===== src/hdl/ibtq_pkg.sv =====
`default_nettype none
package ibtq_pkg;
  // Bus and descriptor widths
  localparam int ADDR_W = 6;
  localparam int DATA_W = 32;
  localparam int BE_W = 4;
  localparam int TAG_W = 16;
  localparam int LEN_W = 24;
  localparam int CNT_W = 16;
  localparam int DEPTH_DEF = 8;

  // Register byte offsets
  localparam logic [ADDR_W-1:0] OFF_CTRL = 6'h00;
  localparam logic [ADDR_W-1:0] OFF_BURST = 6'h04;
  localparam logic [ADDR_W-1:0] OFF_CMD = 6'h08;
  localparam logic [ADDR_W-1:0] OFF_CAPACITY = 6'h0C;
  localparam logic [ADDR_W-1:0] OFF_FILL = 6'h10;
  localparam logic [ADDR_W-1:0] OFF_DROPPED = 6'h14;
  localparam logic [ADDR_W-1:0] OFF_POLICY = 6'h18;
  localparam logic [ADDR_W-1:0] OFF_STATUS = 6'h1C;

  // Field positions
  localparam int CTRL_METHOD_LSB = 0;
  localparam int CTRL_SUBMODE_BIT = 2;
  localparam int CTRL_OPEN_BIT = 3;
  localparam int CMD_GO_BIT = 0;
  localparam int CMD_HALT_BIT = 1;
  localparam int STAT_RUN_BIT = 0;
  localparam int STAT_BUSY_BIT = 1;
  localparam int STAT_REM_LSB = 16;

  // Reset and fixed values
  localparam logic [1:0] METHOD_RST = 2'h0;
  localparam logic SUBMODE_RST = 1'h0;
  localparam logic OPEN_RST = 1'h1;
  localparam logic [CNT_W-1:0] BURST_RST = 16'h0001;
  localparam logic [DATA_W-1:0] POLICY_FIFO = 32'h00000000;

  // Release method, user sub-mode and transmitter states
  typedef enum logic [1:0] {
    IBTQ_BASIC = 2'b00,
    IBTQ_AUTO = 2'b01,
    IBTQ_USER = 2'b10
  } ibtq_method_e;
  typedef enum logic {
    IBTQ_CONT = 1'b0,
    IBTQ_BURST = 1'b1
  } ibtq_submode_e;
  typedef enum logic [1:0] {
    TX_IDLE = 2'b00,
    TX_OFFER = 2'b01,
    TX_BUSY = 2'b10
  } ibtq_tx_e;
endpackage
`default_nettype wire


===== src/hdl/ibtq_desc_ring.sv =====
`timescale 1ns/1ps
`default_nettype none
module ibtq_desc_ring #(
  parameter int DEPTH = ibtq_pkg::DEPTH_DEF,
  parameter int W = ibtq_pkg::TAG_W + ibtq_pkg::LEN_W
) (
  // Clock and reset
  input wire logic core_clk,
  input wire logic nrst,
  // Queue operations
  input wire logic push,
  input wire logic [W-1:0] din,
  input wire logic pop,
  input wire logic flush,
  // Queue state
  output logic [W-1:0] dout,
  output logic empty,
  output logic [$clog2(DEPTH+1)-1:0] count,
  output logic dropped
);
  localparam int PTR_W = $clog2(DEPTH);
  localparam int CW = $clog2(DEPTH+1);

  if (DEPTH < 2) begin : g_bad_depth
    $error("ibtq_desc_ring: DEPTH must be at least 2");
  end

  logic [W-1:0] mem_reg [DEPTH];
  logic [W-1:0] mem_next [DEPTH];
  logic [PTR_W-1:0] head_reg, head_next, tail_reg, tail_next;
  logic [CW-1:0] cnt_reg, cnt_next;
  logic full, do_pop;

  // Wrapping pointer increment for any depth
  function automatic logic [PTR_W-1:0] step(input logic [PTR_W-1:0] p);
    step = (p == PTR_W'(DEPTH - 1)) ? '0 : p + 1'b1;
  endfunction

  assign full = (cnt_reg == CW'(DEPTH));
  assign do_pop = pop && (cnt_reg != '0);

  // Next pointers, storage and count
  always_comb begin
    mem_next = mem_reg;
    head_next = head_reg;
    tail_next = tail_reg;
    cnt_next = cnt_reg;
    dropped = 1'b0;
    if (flush) begin
      head_next = '0;
      tail_next = '0;
      cnt_next = '0;
    end else begin
      if (do_pop) begin
        head_next = step(head_reg);
      end
      if (push) begin
        mem_next[tail_reg] = din;
        tail_next = step(tail_reg);
        if (full && !do_pop) begin
          head_next = step(head_reg);
          dropped = 1'b1;
        end
      end
      if (push && !do_pop && !full) begin
        cnt_next = cnt_reg + 1'b1;
      end else if (!push && do_pop) begin
        cnt_next = cnt_reg - 1'b1;
      end
    end
  end

  // Register the queue
  always_ff @(posedge core_clk) begin
    if (!nrst) begin
      head_reg <= '0;
      tail_reg <= '0;
      cnt_reg <= '0;
    end else begin
      head_reg <= head_next;
      tail_reg <= tail_next;
      cnt_reg <= cnt_next;
    end
    mem_reg <= mem_next;
  end

  assign dout = mem_reg[head_reg];
  assign empty = (cnt_reg == '0);
  assign count = cnt_reg;
endmodule
`default_nettype wire


===== src/hdl/ibtq_release_gate.sv =====
`timescale 1ns/1ps
`default_nettype none
module ibtq_release_gate #(
  parameter int CNT_W = ibtq_pkg::CNT_W
) (
  // Clock and reset
  input wire logic core_clk,
  input wire logic nrst,
  // Mode settings
  input wire logic [1:0] method,
  input wire logic burst_sub,
  input wire logic [CNT_W-1:0] burst_length,
  // Commands and events
  input wire logic go,
  input wire logic halt,
  input wire logic launch,
  input wire logic drop_all,
  // Release state
  output logic allow,
  output logic running,
  output logic [CNT_W-1:0] remaining
);
  logic run_reg, run_next;
  logic [CNT_W-1:0] rem_reg, rem_next;
  logic user_mode;

  assign user_mode = (method == ibtq_pkg::IBTQ_USER);

  // Start, stop and burst countdown
  always_comb begin
    run_next = run_reg;
    rem_next = rem_reg;
    if (drop_all) begin
      run_next = 1'b0;
      rem_next = '0;
    end else if (user_mode && halt) begin
      run_next = 1'b0;
      rem_next = '0;
    end else if (user_mode && go) begin
      if (burst_sub) begin
        rem_next = burst_length;
        run_next = (burst_length != '0);
      end else begin
        run_next = 1'b1;
      end
    end else if (user_mode && burst_sub && launch && run_reg) begin
      rem_next = rem_reg - 1'b1;
      if (rem_reg == CNT_W'(1)) begin
        run_next = 1'b0;
      end
    end
  end

  // Register the gate state
  always_ff @(posedge core_clk) begin
    if (!nrst) begin
      run_reg <= 1'b0;
      rem_reg <= '0;
    end else begin
      run_reg <= run_next;
      rem_reg <= rem_next;
    end
  end

  // Basic and automatic release freely; user waits for start
  assign allow = !user_mode || run_reg;
  assign running = run_reg;
  assign remaining = rem_reg;
endmodule
`default_nettype wire


===== src/hdl/ibtq_top.sv =====
// What this block does
// - Release method is basic, automatic or user.
// - Basic/automatic start sending without waiting further.
// - Basic/automatic send blocks back to back.
// - Slow link: surplus blocks build up queued.
// - Read-only queue capacity value.
// - Read-only current queue fill value.
// - Oldest queued block is always sent next.
// - Full queue: arriving block replaces oldest waiting.
// - Each overwrite bumps the dropped block tally.
// - Block in flight untouched; then next oldest.
// - User method has continuous or burst sub-mode.
// - Continuous streams between start and stop.
// - Burst sends programmed count, then stops.
// - Acquisition start/stop leaves queue untouched.
// - Closing channel empties queue, drops pending.
// - Only finished, sealed blocks enter queue.
// - Stop lets block in flight finish.
// - Start/stop ignored outside user method.
// - Burst length matters only in burst.
//
// The Avalon-MM register port and the register addresses were chosen for this implementation.
`timescale 1ns/1ps
`default_nettype none
module ibtq_top #(
  parameter int DEPTH = ibtq_pkg::DEPTH_DEF,
  parameter int CNT_W = ibtq_pkg::CNT_W
) (
  // Clock and reset
  input wire logic core_clk,
  input wire logic nrst,
  // Avalon-MM slave
  input wire logic [ibtq_pkg::ADDR_W-1:0] avs_address,
  input wire logic avs_read,
  input wire logic avs_write,
  input wire logic [ibtq_pkg::DATA_W-1:0] avs_writedata,
  input wire logic [ibtq_pkg::BE_W-1:0] avs_byteenable,
  output logic [ibtq_pkg::DATA_W-1:0] avs_readdata,
  output logic avs_waitrequest,
  // Finished blocks from processing
  input wire logic blk_valid,
  input wire logic blk_sealed,
  input wire logic [ibtq_pkg::TAG_W-1:0] blk_tag,
  input wire logic [ibtq_pkg::LEN_W-1:0] blk_len,
  // Stream channel toward the link layer
  output logic lnk_valid,
  output logic [ibtq_pkg::TAG_W-1:0] lnk_tag,
  output logic [ibtq_pkg::LEN_W-1:0] lnk_len,
  input wire logic lnk_ready,
  input wire logic lnk_block_done,
  output logic lnk_open
);
  localparam int DW = ibtq_pkg::DATA_W;
  localparam int TW = ibtq_pkg::TAG_W;
  localparam int LW = ibtq_pkg::LEN_W;
  localparam int QW = $clog2(DEPTH+1);

  if (CNT_W < 1 || CNT_W > ibtq_pkg::STAT_REM_LSB) begin : g_bad_cnt
    $error("ibtq_top: CNT_W must be 1 to 16");
  end
  if (QW > DW) begin : g_bad_depth
    $error("ibtq_top: DEPTH too large for the fill register");
  end

  // Word-aligned address match
  function automatic logic addr_is(
    input logic [ibtq_pkg::ADDR_W-1:0] a,
    input logic [ibtq_pkg::ADDR_W-1:0] off
  );
    addr_is = (a[ibtq_pkg::ADDR_W-1:2] == off[ibtq_pkg::ADDR_W-1:2]);
  endfunction

  // Byte-lane merge of a write into an old value
  function automatic logic [DW-1:0] merge(
    input logic [DW-1:0] old,
    input logic [DW-1:0] wdata,
    input logic [ibtq_pkg::BE_W-1:0] be
  );
    logic [DW-1:0] r;
    r = old;
    for (int i = 0; i < ibtq_pkg::BE_W; i++) begin
      if (be[i]) begin
        r[i*8 +: 8] = wdata[i*8 +: 8];
      end
    end
    merge = r;
  endfunction

  // Bus handshake state
  logic ack_reg, ack_next;
  logic wait_reg, wait_next;
  logic [DW-1:0] rdata_reg, rdata_next;
  logic req, take_wr;

  // Control registers
  logic [1:0] method_reg, method_next;
  logic sub_reg, sub_next;
  logic open_reg, open_next;
  logic [CNT_W-1:0] burst_reg, burst_next;
  logic go_reg, go_next, halt_reg, halt_next;
  logic [DW-1:0] tally_reg, tally_next;

  // Transmitter
  ibtq_pkg::ibtq_tx_e tx_reg, tx_next;
  logic valid_reg, valid_next;
  logic [TW+LW-1:0] desc_reg, desc_next;

  // Queue and gate wires
  logic push, launch, ring_empty, ring_drop, allow, running;
  logic [TW+LW-1:0] ring_dout;
  logic [QW-1:0] fill;
  logic [CNT_W-1:0] remaining;
  logic [DW-1:0] rd_word, ctrl_word, wr_merge;
  logic [1:0] new_method;

  assign req = avs_read | avs_write;
  assign take_wr = avs_write && ack_reg;

  // Readback of current state
  always_comb begin
    ctrl_word = '0;
    ctrl_word[ibtq_pkg::CTRL_METHOD_LSB +: 2] = method_reg;
    ctrl_word[ibtq_pkg::CTRL_SUBMODE_BIT] = sub_reg;
    ctrl_word[ibtq_pkg::CTRL_OPEN_BIT] = open_reg;
    rd_word = '0;
    if (addr_is(avs_address, ibtq_pkg::OFF_CTRL)) begin
      rd_word = ctrl_word;
    end else if (addr_is(avs_address, ibtq_pkg::OFF_BURST)) begin
      rd_word = DW'(burst_reg);
    end else if (addr_is(avs_address, ibtq_pkg::OFF_CAPACITY)) begin
      rd_word = DW'(DEPTH);
    end else if (addr_is(avs_address, ibtq_pkg::OFF_FILL)) begin
      rd_word = DW'(fill);
    end else if (addr_is(avs_address, ibtq_pkg::OFF_DROPPED)) begin
      rd_word = tally_reg;
    end else if (addr_is(avs_address, ibtq_pkg::OFF_POLICY)) begin
      rd_word = ibtq_pkg::POLICY_FIFO;
    end else if (addr_is(avs_address, ibtq_pkg::OFF_STATUS)) begin
      rd_word[ibtq_pkg::STAT_RUN_BIT] = running;
      rd_word[ibtq_pkg::STAT_BUSY_BIT] = (tx_reg != ibtq_pkg::TX_IDLE);
      rd_word[ibtq_pkg::STAT_REM_LSB +: CNT_W] = remaining;
    end
  end

  // One wait cycle, then the transfer completes
  always_comb begin
    ack_next = req && !ack_reg;
    wait_next = !ack_next;
    rdata_next = rdata_reg;
    if (avs_read && !ack_reg) begin
      rdata_next = rd_word; // Writes leave read data standing
    end
  end

  always_ff @(posedge core_clk) begin
    if (!nrst) begin
      ack_reg <= 1'b0;
      wait_reg <= 1'b1;
      rdata_reg <= '0;
    end else begin
      ack_reg <= ack_next;
      wait_reg <= wait_next;
      rdata_reg <= rdata_next;
    end
  end

  // Register writes and command strobes
  always_comb begin
    method_next = method_reg;
    sub_next = sub_reg;
    open_next = open_reg;
    burst_next = burst_reg;
    go_next = 1'b0;
    halt_next = 1'b0;
    wr_merge = merge(ctrl_word, avs_writedata, avs_byteenable);
    new_method = wr_merge[ibtq_pkg::CTRL_METHOD_LSB +: 2];
    if (take_wr && addr_is(avs_address, ibtq_pkg::OFF_CTRL)) begin
      if (new_method != 2'h3) begin
        method_next = new_method;
      end
      sub_next = wr_merge[ibtq_pkg::CTRL_SUBMODE_BIT];
      open_next = wr_merge[ibtq_pkg::CTRL_OPEN_BIT];
    end
    if (take_wr && addr_is(avs_address, ibtq_pkg::OFF_BURST)) begin
      burst_next = CNT_W'(merge(DW'(burst_reg), avs_writedata,
                                avs_byteenable));
    end
    if (take_wr && addr_is(avs_address, ibtq_pkg::OFF_CMD) &&
        avs_byteenable[0]) begin
      go_next = avs_writedata[ibtq_pkg::CMD_GO_BIT];
      halt_next = avs_writedata[ibtq_pkg::CMD_HALT_BIT];
    end
  end

  always_ff @(posedge core_clk) begin
    if (!nrst) begin
      method_reg <= ibtq_pkg::METHOD_RST;
      sub_reg <= ibtq_pkg::SUBMODE_RST;
      open_reg <= ibtq_pkg::OPEN_RST;
      burst_reg <= ibtq_pkg::BURST_RST;
      go_reg <= 1'b0;
      halt_reg <= 1'b0;
    end else begin
      method_reg <= method_next;
      sub_reg <= sub_next;
      open_reg <= open_next;
      burst_reg <= burst_next;
      go_reg <= go_next;
      halt_reg <= halt_next;
    end
  end

  // Dropped block tally, never cleared by software
  always_comb begin
    tally_next = tally_reg;
    if (ring_drop) begin
      tally_next = tally_reg + 1'b1;
    end
  end

  always_ff @(posedge core_clk) begin
    if (!nrst) begin
      tally_reg <= '0;
    end else begin
      tally_reg <= tally_next;
    end
  end

  // Queue entry: only sealed blocks on an open channel,
  // independent of acquisition state
  assign push = blk_valid && blk_sealed && open_reg;

  // Launch from idle, or straight after the previous block ends
  assign launch = ((tx_reg == ibtq_pkg::TX_IDLE) ||
                   (tx_reg == ibtq_pkg::TX_BUSY && lnk_block_done)) &&
                  !ring_empty && allow && open_reg;

  // Transmitter: offer a descriptor, then wait for block end
  always_comb begin
    tx_next = tx_reg;
    valid_next = valid_reg;
    desc_next = desc_reg;
    unique case (tx_reg)
      ibtq_pkg::TX_IDLE: begin
        if (launch) begin
          desc_next = ring_dout;
          valid_next = 1'b1;
          tx_next = ibtq_pkg::TX_OFFER;
        end
      end
      ibtq_pkg::TX_OFFER: begin
        if (lnk_ready) begin
          valid_next = 1'b0;
          tx_next = ibtq_pkg::TX_BUSY;
        end
      end
      ibtq_pkg::TX_BUSY: begin
        if (launch) begin
          desc_next = ring_dout;
          valid_next = 1'b1;
          tx_next = ibtq_pkg::TX_OFFER;
        end else if (lnk_block_done) begin
          tx_next = ibtq_pkg::TX_IDLE;
        end
      end
      default: begin
        valid_next = 1'b0;
        tx_next = ibtq_pkg::TX_IDLE;
      end
    endcase
    if (!open_reg) begin
      valid_next = 1'b0;
      tx_next = ibtq_pkg::TX_IDLE;
    end
  end

  always_ff @(posedge core_clk) begin
    if (!nrst) begin
      tx_reg <= ibtq_pkg::TX_IDLE;
      valid_reg <= 1'b0;
      desc_reg <= '0;
    end else begin
      tx_reg <= tx_next;
      valid_reg <= valid_next;
      desc_reg <= desc_next;
    end
  end

  // Descriptor queue
  ibtq_desc_ring #(
    .DEPTH(DEPTH),
    .W(TW + LW)
  ) u_ring (
    .core_clk(core_clk),
    .nrst(nrst),
    .push(push),
    .din({blk_tag, blk_len}),
    .pop(launch),
    .flush(!open_reg),
    .dout(ring_dout),
    .empty(ring_empty),
    .count(fill),
    .dropped(ring_drop)
  );

  // Release method and user start/stop control
  ibtq_release_gate #(
    .CNT_W(CNT_W)
  ) u_gate (
    .core_clk(core_clk),
    .nrst(nrst),
    .method(method_reg),
    .burst_sub(sub_reg),
    .burst_length(burst_reg),
    .go(go_reg),
    .halt(halt_reg),
    .launch(launch),
    .drop_all(!open_reg),
    .allow(allow),
    .running(running),
    .remaining(remaining)
  );

  // Outputs straight from flops
  assign avs_readdata = rdata_reg;
  assign avs_waitrequest = wait_reg;
  assign lnk_valid = valid_reg;
  assign lnk_tag = desc_reg[TW+LW-1:LW];
  assign lnk_len = desc_reg[LW-1:0];
  assign lnk_open = open_reg;
endmodule
`default_nettype wire


===== config.mk =====
export PLATFORM = sky130hd
export DESIGN_NAME = ibtq_top
export DESIGN_NICKNAME = d
export VERILOG_FILES = /design/src/hdl/ibtq_pkg.sv /design/src/hdl/ibtq_desc_ring.sv /design/src/hdl/ibtq_release_gate.sv /design/src/hdl/ibtq_top.sv
export SDC_FILE = /design/constraint.sdc
export NUM_CORES = 1
export LEC_CHECK = 0
export BUFFER_PORTS_ARGS = -buffer_cell sky130_fd_sc_hd__buf_2
export CAP_MARGIN = 20
export CORE_MARGIN = 2
export CORE_UTILIZATION = 30
export CTS_BUF_LIST = sky130_fd_sc_hd__clkbuf_4 sky130_fd_sc_hd__clkbuf_8
export DETAILED_ROUTE_END_ITERATION = 10
export GPL_TIMING_DRIVEN = 1
export PLACE_DENSITY = 0.52
export SLEW_MARGIN = 20
export SYNTH_ARGS = -nofsm -noshare
export SYNTH_HDL_FRONTEND = slang
export SYNTH_SLANG_ARGS = --single-unit

===== constraint.sdc =====
create_clock -name core_clk -period 6.4 [get_ports core_clk]
set_clock_uncertainty 0.15 [all_clocks]
set_input_delay 0.32 -clock core_clk [delete_from_list [all_inputs] [get_ports core_clk]]
set_output_delay 0.32 -clock core_clk [all_outputs]
set_load 0.02 [all_outputs]

==> impl_metrics.yaml <==
detailed_routing:
  routed_wl_mm: 48.8
  drtAntennaViolNets: 0
  route.vias.total: 12000
  dr.pass1.iters: 5
  viasPerCell: 4.90
  drc_errors: 0
  wl_per_cell_um: 19.9
  drt_iter0_drc: 787
clocking:
  cts_resized: 0
  clock_path_buffers: 3
  path_clk_slew_ns: 0.06
  cts_setup_buffers: 0
  numCtsBuffers: 84
  cts_root_buf: "clkbuf_8"
  htree_levels: 3
  cts_tree: "built"
  clock_sinks: 478
  clkLatencyLatePin_ns: 0.68
grt:
  grt_overflow: 0
  antenna_found_initial: 1
  grt_pass1_vias: 12200
  grt_usage_pct: 14.8
  grt_max_degree: 58
  grt_pass1_wl_mm: 73.7
sta:
  slew_viol_final: 0
  finalHoldViolations: 0
  min_period_ns: 3.36
  whs_ns: 0.115
  maxSlewHeadroom_pct: 24.8
  max_slew.worst_pin.slew_ns: 1.12
  fin_crit_sh_pct: 52.5
  setup_viol: 0
  grt_setup_unrepaired: "no"
  max_freq_mhz: 298
  final.setup.tns_ns: 0
  setup_ws_ns: 3.04
place:
  portBuffers: 144
  place_congestion: 0.867
  dp_hpwl_mm: 28.6
  place_ws_ns: 2.96
logic_synthesis:
  synth_most_common_cell: "edfxtp_1"
  ys_seq_area_share_pct: 67.3
  synth_seq_cells: 478
  synth_cell_types: 61
  ys_top_cells_by_count: "edfxtp_1, dfxtp_1, nor2_1"
  synth_top_cell_by_area: "edfxtp_1"
  yosysTopAreaCellShare_pct: 50.6
  synth_area_leaders: "edfxtp_1, dfxtp_1, mux4_2"
  syn-num-nets: 1401
  ys_warn_count: 0
  syn-cell-area_um2: 19000
  avgSynthCellArea_um2: 14.6
  synth_flop_cell: "edfxtp_1"
  synth_edf_count: 320
  asyncSetResetFlopFracSynth_pct: 0
  netlist_instances: 1301
layout:
  area_growth_pct: 22.3
  layout.nets: 1642
  fillers: 6096
  drive_gt1_share_pct: 26.5
  final_util_pct: 36.9
  largest_reg_flops: 320
critical_path:
  crit_path_start_kind: "flop"
  cp-end-kind: "flop"
  critPathMaxFanout: 57
  crit_path_top_delay_cell: "buf_4"
  critPathRequiredTime_ns: 6.79
  r2r_cells: 6
  worstPathCellList: "nor2b_1 > nand3_1 > nor2_4 > buf_4 > a21boi_0 > o32ai_1"
  worstSetupPathType: "reg -> reg"
  arrival_ns: 3.75
  timing.rr.end: "u_ring.count[2]$_SDFFE_PN0P_"
  reg2reg_from: "lnk_open$_SDFFE_PN1P_"
  reg2reg_slack_ns: 3.04
  slowest_delay_ns: 0.67
floorplan:
  fp-row-count: 92
  die_w_um: 256
  dieHeight_um: 256
  core_area_um2: 62900
  num_io_pins: 165
  start_util_pct: 30.2
  dieArea_um2: 65300
worst_hold_path:
  holdPathEnd: "u_ring.tail_reg[1]$_SDFFE_PN0P_"
  min_path_type: "in -> reg"
  hold_start: "blk_sealed"
  hold_depth: 4
power:
  p_leak_nw: 7.84
  finalPower_w: 0.00792
  irDropWorstVdd_v: 0.000241
  p_per_area_nw_per_um2: 341
job:
  drv_cap: 0
run_status:
  status: "completed"
[power by group]
| group | internal (W) | switching, W | leakage (nW) |
|---|---|---|---|
| clock | 0.00171 | 0.00128 | 0.973 |
| sequential | 0.00344 | 0.000178 | 4.18 |
| combinational | 0.000565 | 0.000747 | 2.69 |
| total | 0.00572 | 0.00220 | 7.84 |
[final cells by class]
class	count	area, µm²	share of cell area (%)
Sequential cell	478	12800	55.0
Multi-Input combinational cell	730	5920	25.5
Clock buffer	135	1630	7.03
Timing Repair Buffer	237	1590	6.84
Tap cell	846	1060	4.56
Clock inverter	19	189	0.814
Inverter	11	41.3	0.178
Antenna cell	2	5.00	0.0216
[per-layer routing]
metal	vias to the layer above	GRT usage [%]	part of all wire [%]
met5	-	0	0
met4	0	4.84	2.7
met3	102	3.73	5.5
met2	362	24.4	48
met1	5990	19.1	44
li1	5589	-	-
[timing repair]
action,CTS,global route
setup endpoints to repair,0,0
hold buffers,68,0
hold endpoints to repair,353,0
[kinds of logic (layout without fill, tap and decap cells)]
kind of cell | count (synthesis) | count (layout) | share of synthesized area (%)
xor gates and xnor gates | 21 | 21 | 0.969
AOI/OAI and AO/OA | 250 | 250 | 8.09
muxes | 148 | 148 | 13.1
DFF | 478 | 478 | 67.3
and+or+nand+nor | 301 | 301 | 7.96
other | 0 | 2 | 0
buffers and inverters | 93 | 402 | 1.92
adders and majority gates | 10 | 10 | 0.699
[layout by cell type (no fill, tap or decap), drive strengths merged, types with 8 or more instances in the layout]
cell type / instances
nand4: 10
mux2i: 66
buf: 169
xnor2: 14
nand3: 25
dfxtp: 158
nor3: 29
ha: 9
edfxtp: 320
o31ai: 14
mux4: 80
nor4: 18
clkbuf: 135
or4: 15
a21oi: 90
a2bb2oi: 14
a22oi: 17
nor2: 94
inv: 14
o21ai: 70
nor2b: 8
dlygate4sd3: 68
nand2: 57
clkinv: 14
a221oi: 14
[worst max-delay path: cells and delay by family, from the launching register on]
kind,cells,cell delay [ns]
DFF,1,0.52
AOI/OAI and AO/OA,2,0.62
buffers and inverters,1,0.67
and+or+nand+nor,3,1.27
[through the flow]
stage          cell area, µm²  cells
6_report                23200   2458
5_1_grt                 23200   2457
4_1_cts                 23200   2456
3_5_place_dp            20700   2234
3_3_place_gp            20700   2234
2_1_floorplan           19000   1301
[worst max-delay path by stage]
stage | start | endpoint | slack, ns | depth (start not counted)
5_1_grt | lnk_open$_SDFFE_PN1P_ | u_ring.count[2]$_SDFFE_PN0P_ | 2.67 | 6
4_1_cts | lnk_open$_SDFFE_PN1P_ | u_ring.count[2]$_SDFFE_PN0P_ | 2.95 | 6
3_5_place_dp | lnk_open$_SDFFE_PN1P_ | u_ring.count[2]$_SDFFE_PN0P_ | 2.96 | 6
2_1_floorplan | lnk_open$_SDFFE_PN1P_ | u_ring.mem_reg[120]$_DFFE_PP_ | 0.57 | 3
3_3_place_gp | lnk_open$_SDFFE_PN1P_ | u_ring.count[2]$_SDFFE_PN0P_ | 3.12 | 6
6_report | lnk_open$_SDFFE_PN1P_ | u_ring.count[2]$_SDFFE_PN0P_ | 3.04 | 6
Power figures use the tool's default switching activity.
